--- config.mk ---
export PLATFORM = sky130hd
export DESIGN_NAME = memory_model_feature_id_regs
export DESIGN_NICKNAME = d
export VERILOG_FILES = /design/src/hw/mmfeat_pkg.sv /design/src/hw/id_value_rom.sv /design/src/hw/level_access_check.sv /design/src/hw/memory_model_feature_id_regs.sv
export VERILOG_INCLUDE_DIRS = /design/src /design/src/hw
export SDC_FILE = /design/constraint.sdc
export NUM_CORES = 1
export LEC_CHECK = 0
export BUFFER_PORTS_ARGS = -buffer_cell sky130_fd_sc_hd__clkbuf_2
export CAP_MARGIN = 25
export CORE_MARGIN = 8
export CORE_UTILIZATION = 41
export DETAILED_ROUTE_END_ITERATION = 16
export HOLD_SLACK_MARGIN = 0.06
export PLACE_DENSITY = 0.86
export SLEW_MARGIN = 25
export SYNTH_ARGS = -nofsm -noshare
export SYNTH_HDL_FRONTEND = slang
export SYNTH_SLANG_ARGS = --single-unit
--- constraint.sdc ---
create_clock -name ref_clk_i -period 2.4 [get_ports ref_clk_i]
set_input_delay 0.36 -clock ref_clk_i [delete_from_list [all_inputs] [get_ports ref_clk_i]]
set_output_delay 0.36 -clock ref_clk_i [all_outputs]
set_load 0.05 [all_outputs]
--- src/hw/mmfeat_defs.svh ---
`ifndef MMFEAT_DEFS_SVH
`define MMFEAT_DEFS_SVH
// Contract
// - Two fixed 64-bit read-only feature words.
// - Level 0 reads trap, to 2 or 1.
// - Level 1 reads trap to 2 under group-3 bit.
// - Levels 2 and 3 always read the value.
// - Select by op0, op1, CRn, CRm; op2 picks word.
// - Reserved field ranges read as zero.
// - First word counter virtualization field reports two.
// - First word fine trap field reports one.
// - First word exception sync field reports zero.
// - Stage-2 granule fields all report two.
// - Stage-1 granules report zero, zero, one.
// - Secure split field reports one.
// - Mixed endian field reports one.
// - Space identifier width field reports two.
// - Physical range field reports two.
// - Second word branch history guard reports one.
// - Float, hyp config, translation sync report one.
// - Delayed wait trap field reports zero.
// - Exec-never split and speculative error report one.
// - Privileged access never field reports three.
// - Hier disable two; ordering, host one.
// - VM id width two; flag update two.

`define SEL_OP0             2'h3
`define SEL_OP1             3'h0
`define SEL_CRN             4'h0
`define SEL_CRM             4'h7
`define SEL_OP2_FIRST       3'h0
`define SEL_OP2_SECOND      3'h1
`define TRAP_SYNDROME       6'h18
`define WORD_RESET          64'h0000000000000000

`define COUNTER_VIRT_CODE       4'h2
`define FINE_TRAP_CODE          4'h1
`define EXCEPTION_SYNC_CODE     4'h0
`define STAGE2_GRANULE_CODE     4'h2
`define GRANULE_SMALL_CODE      4'h0
`define GRANULE_LARGE_CODE      4'h0
`define GRANULE_MID_CODE        4'h1
`define SECURE_SPLIT_CODE       4'h1
`define MIXED_ENDIAN_CODE       4'h1
`define SPACE_ID_WIDTH_CODE     4'h2
`define PHYS_RANGE_CODE         4'h2

`define BRANCH_HISTORY_GUARD_CODE 4'h1
`define WALK_CACHE_CODE         4'h1
`define ALT_FLOAT_CTRL_CODE     4'h1
`define EXT_HYP_CONFIG_CODE     4'h1
`define TRANSLATION_SYNC_CODE   4'h1
`define DELAYED_WAIT_TRAP_CODE  4'h0
`define EXEC_NEVER_SPLIT_CODE   4'h1
`define SPEC_ERROR_CODE         4'h1
`define PRIV_ACCESS_NEVER_CODE  4'h3
`define ORDERING_REGION_CODE    4'h1
`define HIER_PERM_DISABLE_CODE  4'h2
`define HOST_EXT_CODE           4'h1
`define VM_ID_WIDTH_CODE        4'h2
`define HW_FLAG_UPDATE_CODE     4'h2

`endif

--- src/hw/mmfeat_pkg.sv ---
package mmfeat_pkg;

  typedef enum logic [1:0] {
    LEVEL0 = 2'h0,
    LEVEL1 = 2'h1,
    LEVEL2 = 2'h2,
    LEVEL3 = 2'h3
  } exc_level_t;

  typedef enum logic [2:0] {
    ACC_RETURN   = 3'h0,
    ACC_TRAP_LOW = 3'h1,
    ACC_TRAP_HYP = 3'h2,
    ACC_UNDEF    = 3'h3,
    ACC_MISS     = 3'h4
  } access_t;

  typedef struct packed {
    logic       write;
    logic [1:0] op0;
    logic [2:0] op1;
    logic [3:0] crn;
    logic [3:0] crm;
    logic [2:0] op2;
    exc_level_t current_level;
  } sysreg_req_t;

  typedef struct packed {
    logic        valid;
    logic        hit;
    logic        undef;
    logic        trap;
    exc_level_t  trap_level;
    logic [5:0]  syndrome;
    logic [63:0] data;
  } sysreg_resp_t;

endpackage

--- src/hw/id_value_rom.sv ---
`timescale 1ns/10ps
`include "mmfeat_defs.svh"

module id_value_rom #(
  parameter int WIDTH = 64
) (
  input  wire logic             ref_clk_i,
  input  wire logic             nrst_i,
  input  wire logic             rd_en_i,
  input  wire logic             rd_sel_i,
  output logic      [WIDTH-1:0] rd_data_o
);

  // The words are constants with no write port at all.
  localparam logic [WIDTH-1:0] FIRST_WORD = WIDTH'({
    `COUNTER_VIRT_CODE,
    `FINE_TRAP_CODE,
    8'h00,
    `EXCEPTION_SYNC_CODE,
    {3{`STAGE2_GRANULE_CODE}},
    `GRANULE_SMALL_CODE, `GRANULE_LARGE_CODE,
    `GRANULE_MID_CODE,
    4'h0,
    `SECURE_SPLIT_CODE,
    `MIXED_ENDIAN_CODE,
    `SPACE_ID_WIDTH_CODE,
    `PHYS_RANGE_CODE});

  localparam logic [WIDTH-1:0] SECOND_WORD = WIDTH'({
    `BRANCH_HISTORY_GUARD_CODE,
    8'h00,
    `WALK_CACHE_CODE,
    `ALT_FLOAT_CTRL_CODE, `EXT_HYP_CONFIG_CODE,
    `TRANSLATION_SYNC_CODE,
    `DELAYED_WAIT_TRAP_CODE,
    `EXEC_NEVER_SPLIT_CODE, `SPEC_ERROR_CODE,
    `PRIV_ACCESS_NEVER_CODE,
    `ORDERING_REGION_CODE,
    `HIER_PERM_DISABLE_CODE, `HOST_EXT_CODE,
    `VM_ID_WIDTH_CODE, `HW_FLAG_UPDATE_CODE});

  logic [WIDTH-1:0] rd_data_ff;

  always_ff @(posedge ref_clk_i or negedge nrst_i) begin
    if (!nrst_i) begin
      rd_data_ff <= WIDTH'(`WORD_RESET);
    end else if (rd_en_i) begin
      rd_data_ff <= rd_sel_i ? SECOND_WORD : FIRST_WORD;
    end
  end

  assign rd_data_o = rd_data_ff;

endmodule

--- src/hw/level_access_check.sv ---
`timescale 1ns/10ps

module level_access_check (
  input  wire mmfeat_pkg::exc_level_t current_level_i,
  input  wire logic                   el2_enabled_i,
  input  wire logic                   general_trap_bit_i,
  input  wire logic                   id_group3_trap_bit_i,
  output mmfeat_pkg::access_t         outcome_o
);

  always_comb begin
    unique case (current_level_i)
      mmfeat_pkg::LEVEL0: begin
        if (el2_enabled_i && general_trap_bit_i) begin
          outcome_o = mmfeat_pkg::ACC_TRAP_HYP;
        end else begin
          outcome_o = mmfeat_pkg::ACC_TRAP_LOW;
        end
      end
      mmfeat_pkg::LEVEL1: begin
        if (el2_enabled_i && id_group3_trap_bit_i) begin
          outcome_o = mmfeat_pkg::ACC_TRAP_HYP;
        end else begin
          outcome_o = mmfeat_pkg::ACC_RETURN;
        end
      end
      mmfeat_pkg::LEVEL2,
      mmfeat_pkg::LEVEL3: begin
        outcome_o = mmfeat_pkg::ACC_RETURN;
      end
    endcase
  end

endmodule

--- src/hw/memory_model_feature_id_regs.sv ---
`timescale 1ns/10ps
`include "mmfeat_defs.svh"

module memory_model_feature_id_regs (
  input  wire logic                    ref_clk_i,
  input  wire logic                    nrst_i,
  input  wire logic                    req_valid_i,
  input  wire mmfeat_pkg::sysreg_req_t req_i,
  input  wire logic                    el2_enabled_i,
  input  wire logic                    general_trap_bit_i,
  input  wire logic                    id_group3_trap_bit_i,
  output mmfeat_pkg::sysreg_resp_t     resp_o
);

  // Selects one of the two words; bit 1 flags a match, bit 0 the word.
  function automatic logic [1:0] decode_sel(
    input mmfeat_pkg::sysreg_req_t r
  );
    logic common;
    common = (r.op0 == `SEL_OP0) && (r.op1 == `SEL_OP1) &&
             (r.crn == `SEL_CRN) && (r.crm == `SEL_CRM);
    if (common && (r.op2 == `SEL_OP2_FIRST)) begin
      decode_sel = 2'h2;
    end else if (common && (r.op2 == `SEL_OP2_SECOND)) begin
      decode_sel = 2'h3;
    end else begin
      decode_sel = 2'h0;
    end
  endfunction

  logic [1:0]               req_sel;
  logic                     req_hit;
  mmfeat_pkg::access_t      chk_outcome;
  mmfeat_pkg::access_t      nxt_outcome;
  logic [63:0]              rom_data;

  logic                     s1_valid_ff;
  mmfeat_pkg::access_t      s1_outcome_ff;
  mmfeat_pkg::sysreg_resp_t resp_ff;
  mmfeat_pkg::sysreg_resp_t nxt_resp;

  assign req_sel = decode_sel(req_i);
  assign req_hit = req_sel[1];

  level_access_check u_check (
    .current_level_i      (req_i.current_level),
    .el2_enabled_i        (el2_enabled_i),
    .general_trap_bit_i   (general_trap_bit_i),
    .id_group3_trap_bit_i (id_group3_trap_bit_i),
    .outcome_o            (chk_outcome)
  );

  // A write to an identification word is refused as undefined.
  always_comb begin
    if (!req_hit) begin
      nxt_outcome = mmfeat_pkg::ACC_MISS;
    end else if (req_i.write) begin
      nxt_outcome = mmfeat_pkg::ACC_UNDEF;
    end else begin
      nxt_outcome = chk_outcome;
    end
  end

  // The word is fetched even for a trapped read; the answer stage masks it.
  id_value_rom #(
    .WIDTH (64)
  ) u_rom (
    .ref_clk_i (ref_clk_i),
    .nrst_i    (nrst_i),
    .rd_en_i   (req_valid_i && req_hit),
    .rd_sel_i  (req_sel[0]),
    .rd_data_o (rom_data)
  );

  always_ff @(posedge ref_clk_i or negedge nrst_i) begin
    if (!nrst_i) begin
      s1_valid_ff <= 1'b0;
    end else begin
      s1_valid_ff <= req_valid_i;
    end
  end

  always_ff @(posedge ref_clk_i or negedge nrst_i) begin
    if (!nrst_i) begin
      s1_outcome_ff <= mmfeat_pkg::ACC_MISS;
    end else if (req_valid_i) begin
      s1_outcome_ff <= nxt_outcome;
    end
  end

  always_comb begin
    nxt_resp            = '0;
    nxt_resp.valid      = s1_valid_ff;
    nxt_resp.trap_level = mmfeat_pkg::LEVEL0;
    if (s1_valid_ff) begin
      unique case (s1_outcome_ff)
        mmfeat_pkg::ACC_RETURN: begin
          nxt_resp.hit  = 1'b1;
          nxt_resp.data = rom_data;
        end
        mmfeat_pkg::ACC_TRAP_LOW: begin
          nxt_resp.hit        = 1'b1;
          nxt_resp.trap       = 1'b1;
          nxt_resp.trap_level = mmfeat_pkg::LEVEL1;
          nxt_resp.syndrome   = `TRAP_SYNDROME;
        end
        mmfeat_pkg::ACC_TRAP_HYP: begin
          nxt_resp.hit        = 1'b1;
          nxt_resp.trap       = 1'b1;
          nxt_resp.trap_level = mmfeat_pkg::LEVEL2;
          nxt_resp.syndrome   = `TRAP_SYNDROME;
        end
        mmfeat_pkg::ACC_UNDEF: begin
          nxt_resp.hit   = 1'b1;
          nxt_resp.undef = 1'b1;
        end
        mmfeat_pkg::ACC_MISS: begin
          nxt_resp.hit = 1'b0;
        end
        default: begin
          nxt_resp.hit = 1'b0;
        end
      endcase
    end
  end

  always_ff @(posedge ref_clk_i or negedge nrst_i) begin
    if (!nrst_i) begin
      resp_ff <= '0;
    end else begin
      resp_ff <= nxt_resp;
    end
  end

  assign resp_o = resp_ff;

  // Helper state that only the checks below read.
  logic sel1_ff;
  logic sel2_ff;

  always_ff @(posedge ref_clk_i or negedge nrst_i) begin
    if (!nrst_i) begin
      sel1_ff <= 1'b0;
      sel2_ff <= 1'b0;
    end else begin
      sel1_ff <= req_sel[0];
      sel2_ff <= sel1_ff;
    end
  end

  logic rd_req;
  logic ret_first;
  logic ret_second;

  assign rd_req     = req_valid_i && req_hit && !req_i.write;
  assign ret_first  = resp_ff.valid && resp_ff.hit && !resp_ff.trap &&
                      !resp_ff.undef && !sel2_ff;
  assign ret_second = resp_ff.valid && resp_ff.hit && !resp_ff.trap &&
                      !resp_ff.undef && sel2_ff;
endmodule

# Word level (Yosys, flattened, before mapping)
# Cells that the tools add are included.
# totals
word_cells	47
input_bits	25
regBits	144
output_inout_bits	76
# op_classes
n_reduce_logical	15
muxes	13
eq_ne	9
# op_table
operator	count
$mux W75	1
$mux W64	1
$mux W62	1
$pmux W9 S2	1
$logic_not A3 Y1	3
$pmux W3 S3	1
$logic_and A1 B1 Y1	8
$mux W2	4
$eq A2 B2 Y1 const B	3
$eq A3 B1 Y1 const B	2
$eq A3 B2 Y1 const B	2
$mux W3	2
$eq A4 B3 Y1 const B	1
$logic_not A4 Y1	1
$reduce_or A4 Y1	1
$eq A2 B1 Y1 const B	1
$logic_not A2 Y1	1
$mux W1	2
$reduce_or A2 Y1	1

# Longest topological paths before layout
# logic_depth
ltp_word	8
ltp_mapped	3
depth_no_buf	3

# By module
# From an unflattened synthesis, not the netlist that was laid out.
# unflattened
cells_unflattened	249
area_unflattened_um2	3186.8
# modules_own_cells
mod	n_inst	area_per_inst_um2	cells_each	seq_area_each_um2
memory_model_feature_id_regs	1	2573.7	175	1853.0
id_value_rom	1	571.8	69	75.1
level_access_check	1	41.3	5	0.0

# Worst setup path after synthesis
# OpenSTA, ideal clock, no wires.
# synth_path
path_kind	flip-flop to output port
from	register, netlist name resp_o[60]
to	output resp_o[16] in the netlist's numbering
required_time_ps	2040
path_buffers	1
path_slack_ps	1007
t_arrival_ps	1033
stages_incl_launch_ff	2
cell_sequence	dfrtp_1 buf_4
# synth_lines
element	line	source
end, declared	memory_model_feature_id_regs.sv:12	output mmfeat_pkg::sysreg_resp_t resp_o

==> qor.csv <==
stage;metric;value;unit
cts;worst skew pair latency;0.28;ns
detailed_routing;Routed WL;2085;um
cts;total CTS buffers;3;
floorplanning;Initial Util;0.4275;
synthesis;post-synthesis cell type count;22;
cells_and_area;fillcell total;290;
pwr;Leak;0.7331;nW
detailed_routing;WL per Instance;11.46;um
sta;Setup Skew;0.01044;ns
synthesis;dominant synthesized flop cell;dfrtp_1;
placed_design;routability cong.;0.7130;
cts;clock slew at the register clock pins of the worst setup and hold paths;0.09;ns
sta;final hold slack;0.2554;ns
cells_and_area;Area Growth Syn to Fin;0.7560;%
synthesis;asr flop ratio synth;1.000;
detailed_routing;# DRC;0;
floorplanning;DIE WIDTH;69.16;um
cells_and_area;share of layout cells above drive strength 1;0.4106;
cells_and_area;Final nets;177;
detailed_routing;Iteration-0 DRC Markers;18;
synthesis;synthesized instance count;114;
placed_design;Post-DP HPWL;1926;um
setup_path;Req. time, crit path;2.04;ns
placed_design;# port buffers;52;
synthesis;Avg Cell Area, Syn;10.16;um2
floorplanning;Rows;19;
setup_path;Worst path slowest cell;dfrtp_1;
detailed_routing;DR pass1 iterations;4;
synthesis;Post-synth EDFFs;0;
sta;Period Utilization, post-route;0.6042;
cts;clk buf depth;2;
cts;CTS tree;built;
setup_path;Critical Path AT;1.09;ns
floorplanning;core area;0.002710;mm2
sta;Final Max Tran Viols;0;
global_route;All-Layer GR Usage;0.08161;
setup_path;crit end category;output port;
cts;Post-CTS Setup Bufs;0;
setup_path;cell family with most CP delay;flip-flops;
global_route;vias in the first global route;712;
synthesis;Synth Warn #;0;
setup_path;Setup CP Type;reg2out;
setup_path;worst path cell trace;clkbuf_2;
floorplanning;Die ar.;0.004783;mm2
setup_path;Startpoint Class;flip-flop;
cts;clock sinks;16;
global_route;pin count of the biggest net entering global routing;17;
min_path;Hold Path Class;in2reg;
cells_and_area;diode count;0;
floorplanning;die height;69.16;um
run;MaxCap Viol Count;0;
setup_path;largest stage delay on the critical path;0.48;ns
detailed_routing;antenna viol nets, final;0;
global_route;total gr overflow;0;
setup_path;Crit path buffers/inverters;1;
cts;H-tree depth;1;
global_route;first-pass GRT wire length;3353;um
sta;Max Clock Freq;689.6;MHz
sta;endpoints failing hold;0;
pwr;PwrDens;529.8;mW/mm2
floorplanning;Ports;101;
setup_path;Worst Path Max Fanout;10;
detailed_routing;Via-to-Cell Ratio;3.775;
pwr;peak supply drop;0.2604;mV
synthesis;Synth Cell Area;0.001159;mm2
sta;RSZ-0062 raised after global routing;false;
detailed_routing;Vias;687;
sta;# setup viols final;0;
global_route;antenna violations before repair;0;
sta;setup_tns;0;ns
status;status;finished, final reports clean;
synthesis;sequential cell area fraction in the yosys report;0.3467;
cts;Root Driver;clkbuf_4;
synthesis;flops & latches, synth;16;
sta;min cycle time layout;1.450;ns
==> stage by stage <==
step	power, mW	std cells	util	setup WS (ns)	instance area (um2)
floorplan	0.5133	161	-	1.007	1335
global placement	0.4804	177	0.4174	1.006	1131
detailed placement	0.4817	177	0.4174	0.9725	1131
CTS	0.6262	182	0.4307	0.9187	1167
global route	0.6492	182	0.4307	0.8723	1167
finish	0.6185	182	0.4307	0.9499	1167
==> kinds of logic after synthesis <==
group                     Yosys count  share of synthesized area
muxes                               3                    0.03131
buffers and inverters              72                     0.4503
other                               1                   0.003237
AOI/OAI and AO/OA                   5                    0.02916
and+or+nand+nor                    16                     0.1318
DFF                                16                     0.3467
xor gates and xnor gates            1                   0.007561
==> per-layer routing <==
layer | vias to the layer above | share of wire | routed length, um | track usage
met3 | 2 | 0.20 | 412 | 0.08011
met5 | - | 0 | 0 | 0
met2 | 58 | 0.47 | 971 | 0.1240
met4 | 0 | 0.0053 | 11 | 0.03417
met1 | 303 | 0.33 | 690 | 0.07143
li1 | 324 | - | - | -
==> area by class of cell <==
type                    instances  area, um2  share of cell area
multi-input cells              73      411.6              0.3526
flip-flops and latches         16      401.6              0.3441
repair buffers                 53      270.3              0.2315
well taps                      31      38.79             0.03323
clock buffers                   4      26.28             0.02251
inverters                       5      18.77             0.01608
==> worst paths after layout <==
path | end | depth (start not counted) | from | slack, ns
setup / recovery | resp_o[16] | 1 | resp_o[60] | 0.95
hold / removal | s1_valid_ff | 1 | req_valid_i | 0.26
setup reg to reg | resp_o[20] | 3 | s1_outcome_ff[2] | 1.31
hold reg to reg | resp_o[75] | 0 | s1_valid_ff | 0.38
max in group asynchronous | s1_outcome_ff[2] | 2 | nrst_i | 1.55
min in group asynchronous | resp_o[74] | 2 | nrst_i | 0.53
==> placed cells by master (no fill, tap or decap), types with 2 or more instances in the layout <==
master     n
and2_1     2
nand2b_1   2
o22ai_1    2
nor3_1     4
conb_1    48
nor4b_4    2
clkbuf_2  52
dfrtp_1   15
nor2_1     2
inv_1      5
clkbuf_4   3
==> cell usage after synthesis, types with 2 or more instances <==
library cell  count  area share
o22ai_1           2       0.011
nor4b_4           2       0.041
nor2_1            2      0.0065
inv_1             5       0.016
nor3_1            4       0.017
nand2b_1          2       0.011
buf_4            67        0.43
dfrtp_1          15        0.32
and2_1            2       0.011
==> sequential cells by signal, indices dropped and copies added (netlist names) <==
signal,count
resp_o,9
s1_outcome_ff,3
s1_valid_ff,1
u_rom.rd_data_o,3
==> power breakdown <==
part	switching, mW	internal [mW]	leakage, nW	total [mW]
clock	0.0740	0.0644	0.0150	0.138
combinational	0.186	0.0222	0.508	0.208
sequential	0.000635	0.271	0.210	0.272
==> what timing repair did <==
item / CTS / global route
hold buffers: 1 / 0
gates resized for setup: 0 / 0
endpoints found under the hold margin: 15 / 0
Power figures use the tool's default switching activity.
